### src/ppc_pkg.sv
// shared constants for the port pin control block
`default_nettype none
package ppc_pkg;
  localparam int PPC_FIRST_W = 6;
  localparam int PPC_GRP_W = 8;
  localparam int PPC_BUSCTL_W = 3;
  // register byte offsets on the bus
  localparam logic [7:0] PPC_FIRST_LATCH_OFS = 8'h00;
  localparam logic [7:0] PPC_BUS_CTL_PORT_OFS = 8'h04;
  localparam logic [7:0] PPC_BUS_CTL_DIR_OFS = 8'h08;
  localparam logic [7:0] PPC_GRP2_PORT_OFS = 8'h0c;
  localparam logic [7:0] PPC_GRP2_DIR_OFS = 8'h10;
  localparam logic [7:0] PPC_GRP3_PORT_OFS = 8'h14;
  localparam logic [7:0] PPC_GRP3_DIR_OFS = 8'h18;
  localparam logic [7:0] PPC_GRP4_PORT_OFS = 8'h1c;
  localparam logic [7:0] PPC_GRP4_DIR_OFS = 8'h20;
  localparam logic [7:0] PPC_CTRL_OFS = 8'h24;
  // first group pin positions
  localparam int PPC_TMR_CLK_BIT = 1;
  localparam int PPC_OD_LO_BIT = 2;
  localparam int PPC_OD_HI_BIT = 3;
  localparam int PPC_SER_ONE_BIT = 4;
  localparam int PPC_SER_TWO_BIT = 5;
  // control register fields
  localparam int PPC_CTRL_MODE_LSB = 0;
  localparam int PPC_CTRL_PWM_BIT = 2;
  localparam int PPC_CTRL_SER_BIT = 3;
  // bus control pin positions
  localparam int PPC_ALE_BIT = 0;
  localparam int PPC_RD_N_BIT = 1;
  localparam int PPC_WR_N_BIT = 2;
  localparam logic [7:0] PPC_LATCH_RST = 8'h00;
  localparam logic [7:0] PPC_FIRST_RST = 8'h3f;
  localparam logic [7:0] PPC_DIR_RST = 8'hff;
  // plain microcontroller mode, peripherals off
  localparam logic [3:0] PPC_CTRL_RST = 4'h2;
  localparam logic [1:0] PPC_HTRANS_NONSEQ = 2'h2;
  localparam logic [2:0] PPC_HSIZE_WORD = 3'h2;
  // processor modes: bus modes expose the external bus
  typedef enum logic [1:0] {
    PPC_MODE_MICROPROC = 2'h0,
    PPC_MODE_EXT_MCU = 2'h1,
    PPC_MODE_MCU = 2'h2,
    PPC_MODE_PROT_MCU = 2'h3
  } ppc_mode_t;
  function automatic logic ppc_is_bus_mode(input logic [1:0] m);
    ppc_is_bus_mode = (m == PPC_MODE_MICROPROC) || (m == PPC_MODE_EXT_MCU);
  endfunction
endpackage
`default_nettype wire

### src/ppc_sync.sv
// two-flop synchroniser for a pin group
`timescale 1ns/1ps
`default_nettype none
module ppc_sync #(
  parameter int W = 8
) (
  input wire logic clk,
  input wire logic rst,
  input wire logic [W-1:0] d,
  output logic [W-1:0] q
);
  logic [W-1:0] meta_reg;
  logic [W-1:0] q_reg;
  always_ff @(posedge clk)
  begin
    if (rst)
    begin
      meta_reg <= '0;
      q_reg <= '0;
    end
    else
    begin
      meta_reg <= d;
      q_reg <= meta_reg;
    end
  end
  assign q = q_reg;
endmodule
`default_nettype wire

### src/ppc_port_pin_control.sv
// port pin control: five pin groups with AHB-Lite register access
// Operation
// - Five pin groups total 33 pins and every group but the first has a direction register.
// - Groups three to five carry the external bus in bus modes and are plain I/O otherwise.
// - Turning on the PWM or serial unit hands its pins over without touching direction bits.
// - A direction bit under a forcing peripheral is kept as it was and software rewrites it afterwards.
// - A peripheral input still sees its pin when that pin is driven as an output.
// - The first group is a 6-bit latch without direction and reads return the pin levels.
// - The timer clock pin feeds the timer input and the serial unit takes the two serial pins.
// - The two open-drain pins drive low on a latch zero and float on a latch one.
// - A write to the first group changes only the open-drain outputs.
// - The bus control group is 3 bits wide and a direction one means input, zero output.
// - Reading the bus control group returns pins and writing only updates its latch.
// - In bus mode the bus control group carries address latch, low read and low write strobes.
`timescale 1ns/1ps
`default_nettype none
module ppc_port_pin_control
  import ppc_pkg::*;
#(
  parameter int GRP_W = PPC_GRP_W
) (
  input wire logic clk,
  input wire logic rst,
  input wire logic hsel,
  input wire logic [31:0] haddr,
  input wire logic [1:0] htrans,
  input wire logic hwrite,
  input wire logic [2:0] hsize,
  input wire logic [31:0] hwdata,
  input wire logic hready,
  output logic hreadyout,
  output logic hresp,
  output logic [31:0] hrdata,
  input wire logic [PPC_FIRST_W-1:0] first_pin_in,
  output logic [PPC_FIRST_W-1:0] first_pin_out,
  output logic [PPC_FIRST_W-1:0] first_pin_oe_n,
  input wire logic [GRP_W-1:0] second_pin_in,
  output logic [GRP_W-1:0] second_pin_out,
  output logic [GRP_W-1:0] second_pin_oe_n,
  input wire logic [GRP_W-1:0] third_pin_in,
  output logic [GRP_W-1:0] third_pin_out,
  output logic [GRP_W-1:0] third_pin_oe_n,
  input wire logic [GRP_W-1:0] fourth_pin_in,
  output logic [GRP_W-1:0] fourth_pin_out,
  output logic [GRP_W-1:0] fourth_pin_oe_n,
  input wire logic [PPC_BUSCTL_W-1:0] bus_control_pin_in,
  output logic [PPC_BUSCTL_W-1:0] bus_control_pin_out,
  output logic [PPC_BUSCTL_W-1:0] bus_control_pin_oe_n,
  input wire logic ext_ale,
  input wire logic ext_rd_n,
  input wire logic ext_wr_n,
  input wire logic [GRP_W-1:0] ext_ad_lo_out,
  input wire logic [GRP_W-1:0] ext_ad_hi_out,
  input wire logic ext_ad_oe_n,
  output logic [GRP_W-1:0] ext_ad_lo_in,
  output logic [GRP_W-1:0] ext_ad_hi_in,
  input wire logic pwm_out,
  input wire logic ser_tx_out,
  input wire logic ser_tx_oe_n,
  input wire logic ser_aux_out,
  input wire logic ser_aux_oe_n,
  output logic ser_rx_in,
  output logic timer_zero_clk,
  output logic [GRP_W-1:0] second_pin_levels,
  output logic bus_mode
);
  localparam int PWM_PIN = GRP_W - 1;

  logic [PPC_FIRST_W-1:0] first_sync;
  logic [GRP_W-1:0] second_sync;
  logic [GRP_W-1:0] third_sync;
  logic [GRP_W-1:0] fourth_sync;
  logic [PPC_BUSCTL_W-1:0] busctl_sync;

  // all pin inputs cross two flops before anything reads them
  ppc_sync #(.W(PPC_FIRST_W + 3 * GRP_W + PPC_BUSCTL_W)) u_sync (
    .clk(clk),
    .rst(rst),
    .d({first_pin_in, second_pin_in, third_pin_in, fourth_pin_in, bus_control_pin_in}),
    .q({first_sync, second_sync, third_sync, fourth_sync, busctl_sync})
  );

  logic [PPC_FIRST_W-1:0] first_latch_reg, first_latch_next;
  logic [GRP_W-1:0] lat2_reg, lat2_next, dir2_reg, dir2_next;
  logic [GRP_W-1:0] lat3_reg, lat3_next, dir3_reg, dir3_next;
  logic [GRP_W-1:0] lat4_reg, lat4_next, dir4_reg, dir4_next;
  logic [PPC_BUSCTL_W-1:0] bus_control_port_reg, bus_control_port_next;
  logic [PPC_BUSCTL_W-1:0] bus_control_direction_reg, bus_control_direction_next;
  logic [3:0] ctrl_reg, ctrl_next;
  logic wr_pend_reg, wr_pend_next;
  logic [7:0] wr_addr_reg, wr_addr_next;
  logic [31:0] hrdata_reg, hrdata_next;

  logic addr_ok;
  logic pwm_on;
  logic ser_on;
  assign addr_ok = hsel && hready && (htrans == PPC_HTRANS_NONSEQ) && (hsize == PPC_HSIZE_WORD);
  assign pwm_on = ctrl_reg[PPC_CTRL_PWM_BIT];
  assign ser_on = ctrl_reg[PPC_CTRL_SER_BIT];

  assign bus_mode = ppc_is_bus_mode(ctrl_reg[PPC_CTRL_MODE_LSB +: 2]);

  function automatic logic [31:0] zext8(input logic [GRP_W-1:0] v);
    zext8 = 32'(v);
  endfunction

  // register writes land in the data phase; port reads answer from pins with zero wait
  always_comb
  begin
    first_latch_next = first_latch_reg;
    lat2_next = lat2_reg;
    dir2_next = dir2_reg;
    lat3_next = lat3_reg;
    dir3_next = dir3_reg;
    lat4_next = lat4_reg;
    dir4_next = dir4_reg;
    bus_control_port_next = bus_control_port_reg;
    bus_control_direction_next = bus_control_direction_reg;
    ctrl_next = ctrl_reg;
    wr_pend_next = addr_ok && hwrite;
    wr_addr_next = addr_ok ? haddr[7:0] : wr_addr_reg;
    hrdata_next = hrdata_reg;
    if (wr_pend_reg)
    begin
      case (wr_addr_reg)
        // only the open-drain bits have effect on pins
        PPC_FIRST_LATCH_OFS: first_latch_next = hwdata[PPC_FIRST_W-1:0];
        PPC_GRP2_PORT_OFS: lat2_next = hwdata[GRP_W-1:0];
        PPC_GRP2_DIR_OFS: dir2_next = hwdata[GRP_W-1:0];
        PPC_GRP3_PORT_OFS: lat3_next = hwdata[GRP_W-1:0];
        PPC_GRP3_DIR_OFS: dir3_next = hwdata[GRP_W-1:0];
        PPC_GRP4_PORT_OFS: lat4_next = hwdata[GRP_W-1:0];
        PPC_GRP4_DIR_OFS: dir4_next = hwdata[GRP_W-1:0];
        // write goes to the latch only
        PPC_BUS_CTL_PORT_OFS: bus_control_port_next = hwdata[PPC_BUSCTL_W-1:0];
        // upper direction bits are not stored
        PPC_BUS_CTL_DIR_OFS: bus_control_direction_next = hwdata[PPC_BUSCTL_W-1:0];
        PPC_CTRL_OFS: ctrl_next = hwdata[3:0];
        default: ;
      endcase
    end
    // a forced pin's direction bit is left as it was; software rewrites it
    if (addr_ok && !hwrite)
    begin
      case (haddr[7:0])
        PPC_FIRST_LATCH_OFS: hrdata_next = 32'(first_sync);
        PPC_GRP2_PORT_OFS: hrdata_next = zext8(second_sync);
        PPC_GRP2_DIR_OFS: hrdata_next = zext8(dir2_reg);
        PPC_GRP3_PORT_OFS: hrdata_next = zext8(third_sync);
        PPC_GRP3_DIR_OFS: hrdata_next = zext8(dir3_reg);
        PPC_GRP4_PORT_OFS: hrdata_next = zext8(fourth_sync);
        PPC_GRP4_DIR_OFS: hrdata_next = zext8(dir4_reg);
        PPC_BUS_CTL_PORT_OFS: hrdata_next = 32'(busctl_sync);
        PPC_BUS_CTL_DIR_OFS: hrdata_next = 32'(bus_control_direction_reg);
        PPC_CTRL_OFS: hrdata_next = 32'(ctrl_reg);
        default: hrdata_next = '0;
      endcase
    end
  end

  always_ff @(posedge clk)
  begin
    if (rst)
    begin
      first_latch_reg <= PPC_FIRST_RST[PPC_FIRST_W-1:0];
      lat2_reg <= PPC_LATCH_RST[GRP_W-1:0];
      dir2_reg <= PPC_DIR_RST[GRP_W-1:0];
      lat3_reg <= PPC_LATCH_RST[GRP_W-1:0];
      dir3_reg <= PPC_DIR_RST[GRP_W-1:0];
      lat4_reg <= PPC_LATCH_RST[GRP_W-1:0];
      dir4_reg <= PPC_DIR_RST[GRP_W-1:0];
      bus_control_port_reg <= PPC_LATCH_RST[PPC_BUSCTL_W-1:0];
      bus_control_direction_reg <= PPC_DIR_RST[PPC_BUSCTL_W-1:0];
      ctrl_reg <= PPC_CTRL_RST;
      wr_pend_reg <= 1'b0;
      wr_addr_reg <= 8'h00;
      hrdata_reg <= 32'h0000_0000;
    end
    else
    begin
      first_latch_reg <= first_latch_next;
      lat2_reg <= lat2_next;
      dir2_reg <= dir2_next;
      lat3_reg <= lat3_next;
      dir3_reg <= dir3_next;
      lat4_reg <= lat4_next;
      dir4_reg <= dir4_next;
      bus_control_port_reg <= bus_control_port_next;
      bus_control_direction_reg <= bus_control_direction_next;
      ctrl_reg <= ctrl_next;
      wr_pend_reg <= wr_pend_next;
      wr_addr_reg <= wr_addr_next;
      hrdata_reg <= hrdata_next;
    end
  end

  assign hreadyout = 1'b1;
  assign hresp = 1'b0;
  assign hrdata = hrdata_reg;

  // pin drive, combinational from registers and peripheral outputs
  always_comb
  begin
    // open drain: drive low on zero, float on one
    first_pin_out = '0;
    first_pin_oe_n = '1;
    first_pin_oe_n[PPC_OD_LO_BIT] = first_latch_reg[PPC_OD_LO_BIT];
    first_pin_oe_n[PPC_OD_HI_BIT] = first_latch_reg[PPC_OD_HI_BIT];
    // serial unit owns its two pins
    if (ser_on)
    begin
      first_pin_out[PPC_SER_TWO_BIT] = ser_tx_out;
      first_pin_oe_n[PPC_SER_TWO_BIT] = ser_tx_oe_n;
      first_pin_out[PPC_SER_ONE_BIT] = ser_aux_out;
      first_pin_oe_n[PPC_SER_ONE_BIT] = ser_aux_oe_n;
    end
    // direction one means input on every group with a direction register
    second_pin_out = lat2_reg;
    second_pin_oe_n = dir2_reg;
    // pwm takes its pin regardless of direction bit
    if (pwm_on)
    begin
      second_pin_out[PWM_PIN] = pwm_out;
      second_pin_oe_n[PWM_PIN] = 1'b0;
    end
    // bus modes hand groups three to five to the external bus
    if (bus_mode)
    begin
      third_pin_out = ext_ad_lo_out;
      third_pin_oe_n = {GRP_W{ext_ad_oe_n}};
      fourth_pin_out = ext_ad_hi_out;
      fourth_pin_oe_n = {GRP_W{ext_ad_oe_n}};
      // strobe mapping, read and write strobes active low
      bus_control_pin_out = '0;
      bus_control_pin_out[PPC_ALE_BIT] = ext_ale;
      bus_control_pin_out[PPC_RD_N_BIT] = ext_rd_n;
      bus_control_pin_out[PPC_WR_N_BIT] = ext_wr_n;
      bus_control_pin_oe_n = '0;
    end
    else
    begin
      third_pin_out = lat3_reg;
      third_pin_oe_n = dir3_reg;
      fourth_pin_out = lat4_reg;
      fourth_pin_oe_n = dir4_reg;
      // direction one is input, zero is output
      bus_control_pin_out = bus_control_port_reg;
      bus_control_pin_oe_n = bus_control_direction_reg;
    end
  end

  // peripherals see synchronised pin levels, even of driven pins
  assign second_pin_levels = second_sync;
  // timer clock input from its pin
  assign timer_zero_clk = first_sync[PPC_TMR_CLK_BIT];
  assign ser_rx_in = first_sync[PPC_SER_TWO_BIT];
  assign ext_ad_lo_in = third_sync;
  assign ext_ad_hi_in = fourth_sync;

  od_never_high_a: assert property (@(posedge clk) disable iff (rst)
    first_pin_oe_n[PPC_OD_LO_BIT] == first_latch_reg[PPC_OD_LO_BIT]
      && !(!first_pin_oe_n[PPC_OD_LO_BIT] && first_pin_out[PPC_OD_LO_BIT])
      && !(!first_pin_oe_n[PPC_OD_HI_BIT] && first_pin_out[PPC_OD_HI_BIT]))
    else $error("open drain low pin enable wrong");
  // write to first group reaches open drain pin two cycles after its address phase
  od_write_a: assert property (@(posedge clk) disable iff (rst)
    (addr_ok && hwrite && haddr[7:0] == PPC_FIRST_LATCH_OFS) ##1 1'b1
      |=> first_pin_oe_n[PPC_OD_HI_BIT] == $past(hwdata[PPC_OD_HI_BIT]))
    else $error("open drain write did not reach pin");
  dir_upper_a: assert property (@(posedge clk) disable iff (rst)
    (addr_ok && !hwrite && haddr[7:0] == PPC_BUS_CTL_DIR_OFS)
      |=> hrdata[31:PPC_BUSCTL_W] == '0)
    else $error("direction upper bits not zero");
  // read strobe follows the bus and all bus control pins drive in bus mode
  strobe_map_a: assert property (@(posedge clk) disable iff (rst)
    bus_mode |-> bus_control_pin_out[PPC_RD_N_BIT] == ext_rd_n && bus_control_pin_oe_n == '0)
    else $error("bus strobe mapping wrong");
  // direction steers the pin in port mode
  dir_steer_a: assert property (@(posedge clk) disable iff (rst)
    !bus_mode |-> bus_control_pin_oe_n == bus_control_direction_reg)
    else $error("bus control direction not applied");
  // read returns pins three cycles after they settle
  first_read_a: assert property (@(posedge clk) disable iff (rst)
    (addr_ok && !hwrite && haddr[7:0] == PPC_FIRST_LATCH_OFS)
      |=> hrdata[PPC_FIRST_W-1:0] == $past(first_sync))
    else $error("first group read not from pins");
  // pwm pin always driven while pwm on
  pwm_take_a: assert property (@(posedge clk) disable iff (rst)
    pwm_on |-> !second_pin_oe_n[PWM_PIN] && second_pin_out[PWM_PIN] == pwm_out)
    else $error("pwm pin not taken");
  // peripheral sees driven level after two flops
  periph_sees_a: assert property (@(posedge clk) disable iff (rst)
    (!$past(rst) && !$past(rst, 2)) |-> second_pin_levels == $past(second_pin_in, 2))
    else $error("peripheral input not from pin");
endmodule
`default_nettype wire

### config.mk
export PLATFORM = sky130hd
export DESIGN_NAME = ppc_port_pin_control
export DESIGN_NICKNAME = d
export VERILOG_FILES = /design/src/ppc_pkg.sv /design/src/ppc_sync.sv /design/src/ppc_port_pin_control.sv
export SDC_FILE = /design/constraint.sdc
export NUM_CORES = 1
export LEC_CHECK = 0
export BUFFER_PORTS_ARGS = -buffer_cell sky130_fd_sc_hd__buf_2
export CAP_MARGIN = 20
export CORE_MARGIN = 5
export CORE_UTILIZATION = 48
export CTS_BUF_LIST = sky130_fd_sc_hd__clkbuf_16
export CTS_CLUSTER_SIZE = 10
export DETAILED_ROUTE_END_ITERATION = 6
export GPL_TIMING_DRIVEN = 0
export PLACE_DENSITY = 0.88
export SLEW_MARGIN = 5
export SYNTH_ARGS = -nofsm -noshare
export SYNTH_HDL_FRONTEND = slang
export SYNTH_SLANG_ARGS = --single-unit
export TNS_END_PERCENT = 50
### constraint.sdc
create_clock -name clk -period 2 [get_ports clk]
set_input_delay 0.3 -clock clk [delete_from_list [all_inputs] [get_ports clk]]
set_output_delay 0.3 -clock clk [all_outputs]
set_load 0.01 [all_outputs]
==> results by group <==
Synthesis
  • Cell accounting for the most synthesized area: dfxtp_1
  • Share of flip-flops with an asynchronous set or reset: 0%
  • Post-synthesis sequential area ratio: 47.2%
  • Post-synth EDFFs: 0
  • Mux cell area share after synthesis: 19.3%
  • Compound-Gate Fraction of Synth Area: about 3.8%
  • Ranking of synthesized cells by area: dfxtp_1 (47%), mux2i_1 (12%), nor2b_1 (7.0%)
  • FF+latch count, synth: 143
  • Largest family of logic cells by synthesized area: simple AND/OR/NAND/NOR gates
  • Adder-Cell Fraction of Synth Area: 0%
  • Post-Synth XOR/XNOR Area: 0%
  • Synthesized instance count: 595
  • Post-Syn Area: 6060 sq um
  • Synth unique cells: 47
  • Yosys top cell area share: 47.2%
  • Number of warnings issued by yosys: 0
  • Ys flop type: dfxtp_1
  • Synth Area in Simple Gates: 21.3%
  • Post-Syn Area per Cell: 10.2 sq um

Final layout
  • Most common cell after layout, fill and taps aside: buf_2
  • Layout cells sized above 1: 37.1%
  • Area Growth Syn to Fin: 32.7%
  • Most frequent cells in the layout: buf_2 (179), dfxtp_1 (142), mux2i_1 (72)
  • Fin util: 64.3%
  • # diodes: 0
  • Final Net Count: roughly 950
  • Non-filler cells, final: 1,004
  • Fill cells: 1,037

Critical path
  • Worst setup SP type: flip-flop
  • CP Max Fanout: 10
  • Critical Path RT: approximately 1.7 ns
  • CP endpoint kind: output pin
  • Crit path kind: flip-flop to output pin
  • Crit path DAT: ~1.7 ns

Floorplan
  • Num ports: 259
  • Total Die Area: 15,000 sq um
  • Die width: 122 microns
  • Initial cell density of the core: 48.4%
  • DIE HEIGHT: 122 microns
  • Core Area: between 10,000 and 15,000 sq um
  • Rows: 41

Clocking
  • Post-CTS Hold Fix Bufs: 0
  • CTS tree: built
  • CTS Sinks: 143
  • CTS buffer count: 17
  • Clk root buf: clkbuf_16
  • Htree depth: 4
  • Clock slew at reported path FFs: approximately 0.06 ns
  • Clk buf depth: 2
  • Clk Latency, worst-skew pair: 0.42 ns

Worst hold path
  • Path type of the worst min-delay path: input port to flip-flop

Power and ir drop
  • Pwr Total: 7030 uW
  • Worst VDD drop: 662 uV
  • Lkg Pwr: 0.00376 uW
  • Cell area power density: 873 nW/um^2

Timing
  • RSZ-0062 raised after global routing: true
  • Final period utilization: 98.8%
  • Fmax achieved: 506 MHz
  • Worst Max-Slew Pin Slew: 0.919 ns
  • Hold Vio Cnt, Final: 0
  • Normalized max-slew margin: a little under two fifths
  • TNS Setup: 0 ns
  • Fin. max-slew vios: 0
  • Final setup vio count: 0
  • Hold slack: between 0.08 and 0.09 ns
  • Clk_skew: between 0.01 and 0.015 ns
  • Min cycle time layout: just under 2 ns

Global routing
  • Met3 Resource Use GR: under 10%
  • First-pass GRT wire length: 24,900 microns
  • Largest net degree at the start of global routing: 17
  • GRT overflow: 0
  • GR Util met2: 36.6%
  • GRT Overall Usage: between 20% and 30%
  • Met1 Use GR: 26.6%
  • Initial antenna violation count: 0
  • Global route hottest layer: met2
  • Vias in the first global route: 4,718

Status
  • Status: completed

Route
  • Post-route DRC: 0
  • Final antenna-violating net count: 0
  • Via density: 4.97
  • DR pass1 iterations: 5
  • Post-Route WL: 16,700 microns
  • Drt wl/cell: 16.7 microns
  • Via count: 4,994
  • Initial DRC Count: 340

Place
  • Final Wtd Congestion: between 0.8 and 0.9
  • I/O Buffers: 172
  • Hpwl dp: 12,500 microns
  • Inst Count DP: 969

Job
  • Maxcap violations: 0
==> metrics by stage <==
stage               cell area (sq um)  setup slack (ns)
global placement                 7250            -0.351
detailed placement               7250            -0.392
CTS                              7970            0.0106
floorplan                        6170             0.287
finish                           8040            0.0250
global route                     8040           -0.0502
==> area by class of cell <==
cell class	instances	area [sq um]	area share [%]
Timing Repair Buffer	175	921	11.4
Tap cell	172	215	2.68
Clock inverter	15	265	3.30
Clock buffer	17	425	5.29
Multi-Input combinational cell	398	2820	35.1
Buffer	81	518	6.44
Sequential cell	143	2860	35.6
Inverter	3	11.3	0.140
==> cells by family after synthesis <==
group,count (synthesis)
and+or+nand+nor,231
AOI/OAI and AO/OA,31
buffers and inverters,84
muxes,104
other,2
DFF,143
==> power by group <==
group / switching [uW] / leakage [uW] / internal (uW)
sequential: 23.0 / 0.00117 / 2910
combinational: 224 / 0.00226 / 194
clock: 1210 / 0.000335 / 2460
total: 1460 / 0.00376 / 5570
==> final timing paths <==
path	startpoint	to	slack, ns	depth (start not counted)
setup / recovery	ctrl_reg[1]	fourth_pin_oe_n[2]	0.02	6
hold / removal	second_pin_in[5]	u_sync.meta_reg[24]	0.08	2
setup reg to reg	wr_addr_reg[0]	first_latch_reg[2]	0.13	4
hold reg to reg	u_sync.meta_reg[22]	u_sync.q[22]	0.43	1
==> synth_stat cells, types with 2 or more instances <==
| master | number |
|---|---|
| dfxtp_1 | 143 |
| mux2i_1 | 72 |
| nand2_1 | 72 |
| nor2b_1 | 68 |
| buf_4 | 47 |
| nor2_1 | 40 |
| clkbuf_1 | 25 |
| mux2_2 | 24 |
| mux4_2 | 8 |
| o21ai_0 | 8 |
| and2_1 | 6 |
| buf_2 | 6 |
| nor4b_1 | 6 |
| nor3_4 | 5 |
| a221oi_1 | 4 |
| a32oi_1 | 4 |
| nand3_1 | 4 |
| a22o_1 | 3 |
| and3_1 | 3 |
| and4b_1 | 3 |
| buf_1 | 3 |
| nand3b_1 | 3 |
| nor4bb_1 | 3 |
| a211oi_1 | 2 |
| a21oi_1 | 2 |
| a22oi_1 | 2 |
| a311oi_1 | 2 |
| conb_1 | 2 |
| inv_1 | 2 |
| nand2b_1 | 2 |
| nor3_1 | 2 |
| nor4_1 | 2 |
| or4_1 | 2 |
| or4b_4 | 2 |
==> layer usage <==
| layer | vias up | wire, microns |
|---|---|---|
| li1 | 2408 | - |
| met1 | 2304 | 6750 |
| met2 | 253 | 8060 |
| met3 | 29 | 1580 |
| met4 | 0 | 343 |
| met5 | - | 0 |
==> critical path, stage by stage (launching register included) <==
cell and delay (ns):
dfxtp_2 0.40, buf_8 0.17, clkbuf_8 0.18, buf_4 0.18
nand2_1 0.06, nand2_1 0.12, buf_2 0.15
==> timing repair <==
| action | CTS | global route |
|---|---|---|
| setup endpoints to repair | 38 | 29 |
| pin swaps | 0 | 3 |
| buffers inserted | 0 | 3 |
| gates resized for setup | 13 | 5 |
No activity file was read; power rests on OpenSTA's default activity.
